## src/haptic_trigger_defines.vh

```
// register offsets, field positions, mode codes and timing constants
// for the playback trigger and waveform offset bank; definitions only
`ifndef HAPTIC_TRIGGER_DEFINES_VH
`define HAPTIC_TRIGGER_DEFINES_VH

// register byte offsets
`define ADDR_MODE 8'h01
`define ADDR_SLOT_FIRST 8'h04
`define ADDR_SLOT_LAST 8'h0b
`define ADDR_TRIGGER 8'h0c
`define ADDR_OVERDRIVE 8'h0d
`define ADDR_POS_SUSTAIN 8'h0e
`define ADDR_NEG_SUSTAIN 8'h0f

// reset values
`define RST_BYTE 8'h00
`define RST_MODE 3'h0

// field layout
`define TRIGGER_BIT 0
`define MODE_MSB 2
`define SLOT_WAIT_BIT 7
`define SLOT_VALUE_MSB 6
`define SLOT_COUNT 8
`define SLOT_IDX_LAST 3'h7
`define SLOT_IDX_FIRST 3'h0
`define SLOT_EMPTY 8'h00

// mode field encodings
`define MODE_INTERNAL 3'h0
`define MODE_EXT_EDGE 3'h1
`define MODE_EXT_LEVEL 3'h2
`define MODE_DIAG 3'h6
`define MODE_CAL 3'h7

// sample classes on the offset output
`define KIND_NONE 2'h0
`define KIND_OVERDRIVE 2'h1
`define KIND_POS_SUSTAIN 2'h2

// timing: one wait unit of a slot, and the clock rate
`define WAIT_UNIT_MS 10
`define CLK_KHZ 20000
`define WAIT_UNIT_CYCLES (`WAIT_UNIT_MS * `CLK_KHZ)

`endif

```

## src/haptic_playback_trigger_offsets.v

```verilog
// trigger register, sequencer slots, mode register and time offset bank
// assumes a serial bus front end that delivers decoded single-byte
// register reads and writes, and a playback engine that reports done
//
// Operation
// - setting the trigger bit starts the process picked by the mode field
// - sequence playback runs slot identifiers from the first to last slot
// - trigger bit reads one during playback, hardware clears it when done
// - host writing trigger zero during playback aborts the remaining slots
// - external edge mode sets, and level mode sets or clears, the trigger bit from the pin
// - calibration or diagnostic mode starts that routine instead of playback
// - maximum-voltage sample is overdrive; its duration takes the offset
// - overdrive offset applies only open loop; closed loop ignores it
// - overdrive offset is signed, scaled by the step period in ms
// - other positive samples are positive sustain and take its offset
// - positive sustain offset is signed, scaled by the step period in ms
// - sequencer stops at the first zero slot or after all eight
`include "haptic_trigger_defines.vh"
`timescale 1ns/100ps
`default_nettype none

module haptic_playback_trigger_offsets #(
  parameter [17:0] WAIT_CYCLES = `WAIT_UNIT_CYCLES,
  parameter [3:0] STEP_MS_SLOW = 4'h5,
  parameter [3:0] STEP_MS_FAST = 4'h1
) (
  // clock and reset
  input wire mclk,
  input wire rst_n,
  // register access from the serial bus front end
  input wire reg_wr,
  input wire reg_rd,
  input wire [7:0] reg_addr,
  input wire [7:0] reg_wdata,
  output reg [7:0] reg_rdata,
  // device configuration
  input wire step_period_setting,
  input wire open_loop,
  input wire trig_in,
  // playback engine
  output reg wave_start,
  output reg [6:0] wave_id,
  output reg wave_abort,
  input wire wave_done,
  // calibration and diagnostic routines
  output reg cal_start,
  output reg diag_start,
  input wire routine_done,
  output wire busy,
  // library sample classification and time offset
  input wire sample_valid,
  input wire [7:0] sample_value,
  input wire [7:0] wave_peak,
  output reg adj_valid,
  output reg [1:0] adj_kind,
  output reg [11:0] adj_ms
);

  localparam [4:0] ST_IDLE = 5'h01;
  localparam [4:0] ST_FETCH = 5'h02;
  localparam [4:0] ST_PLAY = 5'h04;
  localparam [4:0] ST_DELAY = 5'h08;
  localparam [4:0] ST_ROUTINE = 5'h10;

  reg [7:0] slot_reg [0:`SLOT_COUNT-1];
  reg [`MODE_MSB:0] mode_reg;
  reg go_reg;
  reg go_next;
  reg [7:0] overdrive_time_adjust_reg;
  reg [7:0] positive_sustain_adjust_reg;
  reg [7:0] negative_sustain_adjust_reg;
  reg trig_in_reg;
  reg [4:0] state_reg;
  reg [4:0] state_next;
  reg [2:0] idx_reg;
  reg [6:0] units_reg;
  reg [17:0] tick_reg;
  reg seq_done;
  wire [7:0] cur_slot;
  wire trig_rise;
  wire wr_trigger;
  wire [3:0] step_ms;
  wire [11:0] od_ms;
  wire [11:0] sp_ms;

  assign cur_slot = slot_reg[idx_reg];
  assign trig_rise = trig_in & ~trig_in_reg;
  assign wr_trigger = reg_wr && (reg_addr == `ADDR_TRIGGER);
  assign busy = (state_reg != ST_IDLE);
  assign step_ms = step_period_setting ? STEP_MS_FAST : STEP_MS_SLOW;
  assign od_ms = $signed({{4{overdrive_time_adjust_reg[7]}},
                          overdrive_time_adjust_reg}) *
                 $signed({8'h00, step_ms});
  assign sp_ms = $signed({{4{positive_sustain_adjust_reg[7]}},
                          positive_sustain_adjust_reg}) *
                 $signed({8'h00, step_ms});

  // sequencer slots, one generate entry per slot
  genvar g;
  generate
    for (g = 0; g < `SLOT_COUNT; g = g + 1) begin : slots
      always @(posedge mclk or negedge rst_n) begin
        if (!rst_n) begin
          slot_reg[g] <= `RST_BYTE;
        end else if (reg_wr &&
                     ({24'h000000, reg_addr} == `ADDR_SLOT_FIRST + g)) begin
          slot_reg[g] <= reg_wdata;
        end
      end
    end
  endgenerate

  // plain byte registers
  always @(posedge mclk or negedge rst_n) begin
    if (!rst_n) begin
      mode_reg <= `RST_MODE;
      overdrive_time_adjust_reg <= `RST_BYTE;
      positive_sustain_adjust_reg <= `RST_BYTE;
      negative_sustain_adjust_reg <= `RST_BYTE;
      trig_in_reg <= 1'b0;
    end else begin
      trig_in_reg <= trig_in;
      if (reg_wr) begin
        case (reg_addr)
          `ADDR_MODE: begin
            mode_reg <= reg_wdata[`MODE_MSB:0];
          end
          `ADDR_OVERDRIVE: begin
            overdrive_time_adjust_reg <= reg_wdata;
          end
          `ADDR_POS_SUSTAIN: begin
            positive_sustain_adjust_reg <= reg_wdata;
          end
          `ADDR_NEG_SUSTAIN: begin
            negative_sustain_adjust_reg <= reg_wdata;
          end
          default: begin
          end
        endcase
      end
    end
  end

  // trigger bit: completion clears lowest, host write next, and a pin
  // set beats a host clear in the same cycle so no trigger is lost
  always @* begin
    go_next = go_reg;
    if (seq_done) begin
      go_next = 1'b0;
    end
    if (wr_trigger) begin
      go_next = reg_wdata[`TRIGGER_BIT];
    end
    if (mode_reg == `MODE_EXT_EDGE && trig_rise) begin
      go_next = 1'b1;
    end
    if (mode_reg == `MODE_EXT_LEVEL && trig_in != trig_in_reg) begin
      go_next = trig_in;
    end
  end

  always @(posedge mclk or negedge rst_n) begin
    if (!rst_n) begin
      go_reg <= 1'b0;
    end else begin
      go_reg <= go_next;
    end
  end

  // sequencer and process dispatch
  always @* begin
    state_next = state_reg;
    seq_done = 1'b0;
    case (state_reg)
      ST_IDLE: begin
        if (go_reg) begin
          if (mode_reg == `MODE_CAL || mode_reg == `MODE_DIAG) begin
            state_next = ST_ROUTINE;
          end else begin
            state_next = ST_FETCH;
          end
        end
      end
      ST_FETCH: begin
        if (cur_slot == `SLOT_EMPTY) begin
          seq_done = 1'b1;
          state_next = ST_IDLE;
        end else if (cur_slot[`SLOT_WAIT_BIT]) begin
          state_next = ST_DELAY;
        end else begin
          state_next = ST_PLAY;
        end
      end
      ST_PLAY: begin
        if (wave_done) begin
          if (idx_reg == `SLOT_IDX_LAST) begin
            seq_done = 1'b1;
            state_next = ST_IDLE;
          end else begin
            state_next = ST_FETCH;
          end
        end
      end
      ST_DELAY: begin
        if (units_reg == 7'h00) begin
          if (idx_reg == `SLOT_IDX_LAST) begin
            seq_done = 1'b1;
            state_next = ST_IDLE;
          end else begin
            state_next = ST_FETCH;
          end
        end
      end
      ST_ROUTINE: begin
        if (routine_done) begin
          seq_done = 1'b1;
          state_next = ST_IDLE;
        end
      end
      default: begin
        state_next = ST_IDLE;
      end
    endcase
    // a trigger bit gone low while running cancels what is left
    if (!go_reg && state_reg != ST_IDLE) begin
      state_next = ST_IDLE;
      seq_done = 1'b0;
    end
  end

  always @(posedge mclk or negedge rst_n) begin
    if (!rst_n) begin
      state_reg <= ST_IDLE;
      idx_reg <= `SLOT_IDX_FIRST;
      units_reg <= 7'h00;
      tick_reg <= 18'h00000;
      wave_start <= 1'b0;
      wave_id <= 7'h00;
      wave_abort <= 1'b0;
      cal_start <= 1'b0;
      diag_start <= 1'b0;
    end else begin
      state_reg <= state_next;
      wave_start <= 1'b0;
      cal_start <= 1'b0;
      diag_start <= 1'b0;
      wave_abort <= !go_reg && (state_reg == ST_PLAY);
      if (state_reg == ST_IDLE) begin
        idx_reg <= `SLOT_IDX_FIRST;
        if (state_next == ST_ROUTINE) begin
          cal_start <= (mode_reg == `MODE_CAL);
          diag_start <= (mode_reg == `MODE_DIAG);
        end
      end
      if (state_reg == ST_FETCH && state_next == ST_PLAY) begin
        wave_start <= 1'b1;
        wave_id <= cur_slot[`SLOT_VALUE_MSB:0];
      end
      if (state_reg == ST_FETCH && state_next == ST_DELAY) begin
        units_reg <= cur_slot[`SLOT_VALUE_MSB:0];
        tick_reg <= 18'h00000;
      end
      if (state_reg == ST_DELAY && units_reg != 7'h00) begin
        if (tick_reg == WAIT_CYCLES - 18'h00001) begin
          tick_reg <= 18'h00000;
          units_reg <= units_reg - 7'h01;
        end else begin
          tick_reg <= tick_reg + 18'h00001;
        end
      end
      // step to the next slot after a waveform or a wait ends
      if ((state_reg == ST_PLAY || state_reg == ST_DELAY) &&
          state_next == ST_FETCH) begin
        idx_reg <= idx_reg + 3'h1;
      end
    end
  end

  // sample classification; the peak comes from the engine's library scan
  always @(posedge mclk or negedge rst_n) begin
    if (!rst_n) begin
      adj_valid <= 1'b0;
      adj_kind <= `KIND_NONE;
      adj_ms <= 12'h000;
    end else begin
      adj_valid <= sample_valid;
      if (sample_valid) begin
        if (sample_value == wave_peak) begin
          adj_kind <= `KIND_OVERDRIVE;
          adj_ms <= open_loop ? od_ms : 12'h000;
        end else if (!sample_value[7] && sample_value != `RST_BYTE) begin
          adj_kind <= `KIND_POS_SUSTAIN;
          adj_ms <= sp_ms;
        end else begin
          adj_kind <= `KIND_NONE;
          adj_ms <= 12'h000;
        end
      end
    end
  end

  // read port; unmapped offsets and reserved bits read zero
  always @(posedge mclk or negedge rst_n) begin
    if (!rst_n) begin
      reg_rdata <= `RST_BYTE;
    end else if (reg_rd) begin
      if (reg_addr >= `ADDR_SLOT_FIRST && reg_addr <= `ADDR_SLOT_LAST) begin
        reg_rdata <= slot_reg[reg_addr[2:0] - 3'h4];
      end else begin
        case (reg_addr)
          `ADDR_MODE: begin
            reg_rdata <= {5'h00, mode_reg};
          end
          `ADDR_TRIGGER: begin
            reg_rdata <= {7'h00, go_reg};
          end
          `ADDR_OVERDRIVE: begin
            reg_rdata <= overdrive_time_adjust_reg;
          end
          `ADDR_POS_SUSTAIN: begin
            reg_rdata <= positive_sustain_adjust_reg;
          end
          `ADDR_NEG_SUSTAIN: begin
            reg_rdata <= negative_sustain_adjust_reg;
          end
          default: begin
            reg_rdata <= `RST_BYTE;
          end
        endcase
      end
    end
  end

endmodule
`default_nettype wire

```

## config.mk

```make
export PLATFORM = sky130hd
export DESIGN_NAME = haptic_playback_trigger_offsets
export DESIGN_NICKNAME = d
export VERILOG_FILES = /design/src/haptic_playback_trigger_offsets.v
export VERILOG_INCLUDE_DIRS = /design/src
export SDC_FILE = /design/constraint.sdc
export NUM_CORES = 1
export LEC_CHECK = 0
export BUFFER_PORTS_ARGS = -buffer_cell sky130_fd_sc_hd__buf_2
export CAP_MARGIN = 20
export CORE_ASPECT_RATIO = 0.9
export CORE_UTILIZATION = 47
export DETAILED_ROUTE_END_ITERATION = 16
export PLACE_DENSITY = 0.69
export SLEW_MARGIN = 15
export SYNTH_ARGS = -nofsm -noshare
export SYNTH_HDL_FRONTEND = slang
export SYNTH_SLANG_ARGS = --single-unit
```

## constraint.sdc

```tcl
create_clock -name mclk -period 4.8 [get_ports mclk]
set_clock_uncertainty 0.2 [all_clocks]
set_input_delay 0.48 -clock mclk [delete_from_list [all_inputs] [get_ports mclk]]
set_output_delay 0.48 -clock mclk [all_outputs]
set_load 0.02 [all_outputs]
```

==> impl_metrics.py <==
metrics = {
    "floorplanning": {
        "rows": 48,
        "die_width_um": 150,
        "dieArea_um2": 20400,
        "coreArea_um2": 19300,
        "die-height_um": 135,
        "initial_core_util_pct": 48.2,
        "io-pin-count": 77,
    },
    "global_route": {
        "grt_max_degree": 67,
        "grt_pass1_vias": 6714,
        "grt_pass1_wl_um": 35300,
        "overflow": 0,
        "grtUsageTotal_pct": 22.6,
        "top_usage_layer": "met2",
        "gr-usage-met3_pct": 4.75,
        "grt_util_met2_pct": 35.6,
        "antenna_found_initial": 0,
        "grt_use_met1_pct": 31.3,
    },
    "worst_setup_path": {
        "worst_ep_required_time_ns": 4.94,
        "critPathMaxFanout": 18,
        "crit_type": "reg2reg",
        "worst_setup_path_start_kind": "flip-flop",
        "critPathArrivalTime_ns": 3.22,
        "cp-end-kind": "flip-flop",
    },
    "sta": {
        "fmax_mhz": 324,
        "fin_crit_sh_pct": 64.3,
        "fin_ws_ns": 1.72,
        "holdWs_ns": 0.155,
        "worst_slew_pin_slew_ns": 0.930,
        "finalWorstPathRequiredPeriod_ns": 3.08,
        "maxSlewHeadroom_pct": 37.6,
        "final-setup-viol-count": 0,
        "final_max_slew_viol_count": 0,
        "rsz0062_at_grt": "false",
        "hold_viol_final": 0,
        "fin_setup_tns_ns": 0,
    },
    "finish": {
        "drive_gt1_share_pct": 29.7,
        "largest_register_ffs": 64,
        "antenna_cells": 0,
        "area_delta_synth_final_pct": 12.6,
        "fin_area_um2": 10500,
        "fin_nets": 958,
        "fill_cells": 1647,
    },
    "synthesis": {
        "synth_cell_type_count": 72,
        "synth-main-ff-cell": "dfrtp_1",
        "synthCells": 821,
        "synth_edf_count": 0,
        "ys_ff_latch": 160,
        "syn_nets": 898,
        "synth_top_area_share_pct": 42.8,
        "seq_area_frac_synth_pct": 43.1,
        "yosysTopAreaCell": "dfrtp_1",
        "netlist_area_um2": 9300,
        "yosysWarnings": 0,
        "ys_top_cells_by_area": "dfrtp_1, mux2_2, mux4_2",
        "synthArstFlopShare_pct": 100,
        "syn_avg_cell_area_um2": 11.3,
        "synth_common_cells": "dfrtp_1, mux2_2, nor2_1",
        "yosysMostFrequentCell": "dfrtp_1",
    },
    "detailed_routing": {
        "firstDrtPassIters": 4,
        "viasPerCell": 5.94,
        "wl_per_cell_um": 18.8,
        "drtIter0Drc": 445,
        "drc": 0,
        "wl_um": 21500,
        "drtAntennaViolNets": 0,
        "via_count": 6788,
    },
    "job": {
        "drv_cap": 0,
    },
    "worst_hold_path": {
        "hold_path.class": "in2reg",
    },
    "clocking": {
        "postCtsSetupBuffers": 0,
        "clk_path_buf_depth": 2,
        "numCtsBuffers": 17,
        "clock_sinks": 160,
        "clk_latency_ns": 0.43,
        "clkTransAtPathRegs_ns": 0.06,
        "cts_root_buf": "clkbuf_16",
        "htree_num_levels": 4,
        "cts_tree": "done",
    },
    "power": {
        "pwr-share-seq_pct": 44.8,
        "p_int_mw": 2.47,
        "p_sw_share_pct": 25.8,
        "leakagePower_nw": 4.87,
        "pwr-share-comb_pct": 12.9,
        "switchingPower_mw": 0.859,
        "power_mw": 3.33,
        "power_density_nw_per_um2": 318,
        "clkPwrFrac_pct": 42.3,
        "peakVddDrop_uv": 230,
    },
    "placement": {
        "dp_slack_ns": 1.74,
        "placed_area_um2": 9850,
        "gp_congestion": 0.910,
        "io_buffers": 76,
        "hpwlAfterDp_um": 15400,
    },
    "status": {
        "run_status": "completed",
    },
}
==> routing by layer <==
metal / share of wire [%] / wire (µm)
met1: 46 / 9970
met3: 5.8 / 1240
met2: 47 / 10000
met4: 1.1 / 245
met5: 0 / 0
==> cell type report <==
class	count	area, µm²	share of cell area [%]
multi-input combinational	588	4980	47.6
sequential	160	4010	38.3
timing repair buffer	86	467	4.46
clock buffer	21	440	4.21
tap	250	313	2.99
clock inverter	9	159	1.52
inverter	28	105	1.00
==> worst paths after layout <==
| path | endpoint | slack [ns] | startpoint | cells after the start |
|---|---|---|---|---|
| max | tick_reg[2] | 1.72 | idx_reg[2] | 7 |
| max in group asynchronous | slot_reg[33] | 2.91 | rst_n | 3 |
| min | state_reg[4] | 0.15 | routine_done | 3 |
| max reg2reg | tick_reg[2] | 1.72 | idx_reg[2] | 7 |
| min in group asynchronous | adj_ms[11] | 0.42 | rst_n | 2 |
| min reg2reg | tick_reg[17] | 0.28 | tick_reg[17] | 1 |
==> cell families (layout without fill, tap and decap cells) <==
group           count (synthesis)  after routing  share of synthesized area [%]
flops                         160            160                           43.1
simple gates                  220            220                           12.5
mux                           160            160                           23.5
compound gates                155            155                           11.0
fa+ha+maj                      35             35                           4.87
xor+xnor                       18             18                           1.70
buf+inv                        73            144                           3.40
==> through the flow <==
step,util (%),std cells
6_report,54.3,1142
5_1_grt,54.3,1142
4_1_cts,54.3,1142
3_5_place_dp,51.1,1110
3_3_place_gp,51.0,1109
2_1_floorplan,-,821
==> power groups by stage <==
stage | Clock (mW) | Combinational, mW | Sequential, mW
4_1_cts | 1.43 | 0.434 | 1.49
6_report | 1.41 | 0.430 | 1.49
3_3_place_gp | 0 | 0.423 | 1.51
5_1_grt | 1.48 | 0.476 | 1.50
3_5_place_dp | 0 | 0.428 | 1.51
2_1_floorplan | 0 | 0.283 | 1.50
==> layout by cell type (no fill, tap or decap), types with 20 or more instances in the layout <==
| cell | Yosys | layout |
|---|---|---|
| mux2_2 | 105 | 105 |
| nor2_1 | 53 | 53 |
| o21ai_0 | 36 | 36 |
| nand2_1 | 48 | 48 |
| a21oi_1 | 33 | 33 |
| dfrtp_1 | 159 | 159 |
| buf_2 | 13 | 75 |
| nor2b_1 | 25 | 25 |
| inv_1 | 28 | 28 |
| a22oi_1 | 20 | 20 |
| ha_1 | 33 | 33 |
| mux4_2 | 35 | 35 |
==> worst max-delay path, stage by stage (launching register included) <==
cell     delay, ns
dfrtp_1       0.71
buf_4         0.30
mux4_2        0.31
mux2_4        0.30
nand4_2       0.26
and2_1        0.60
o21ai_0       0.19
o21ai_0       0.10
==> what timing repair did <==
action | in CTS | in global routing
hold buffers | 2 | 0
resized for setup | 0 | 0
hold endpoints to repair | 65 | 0
Power figures use the tool's default switching activity.
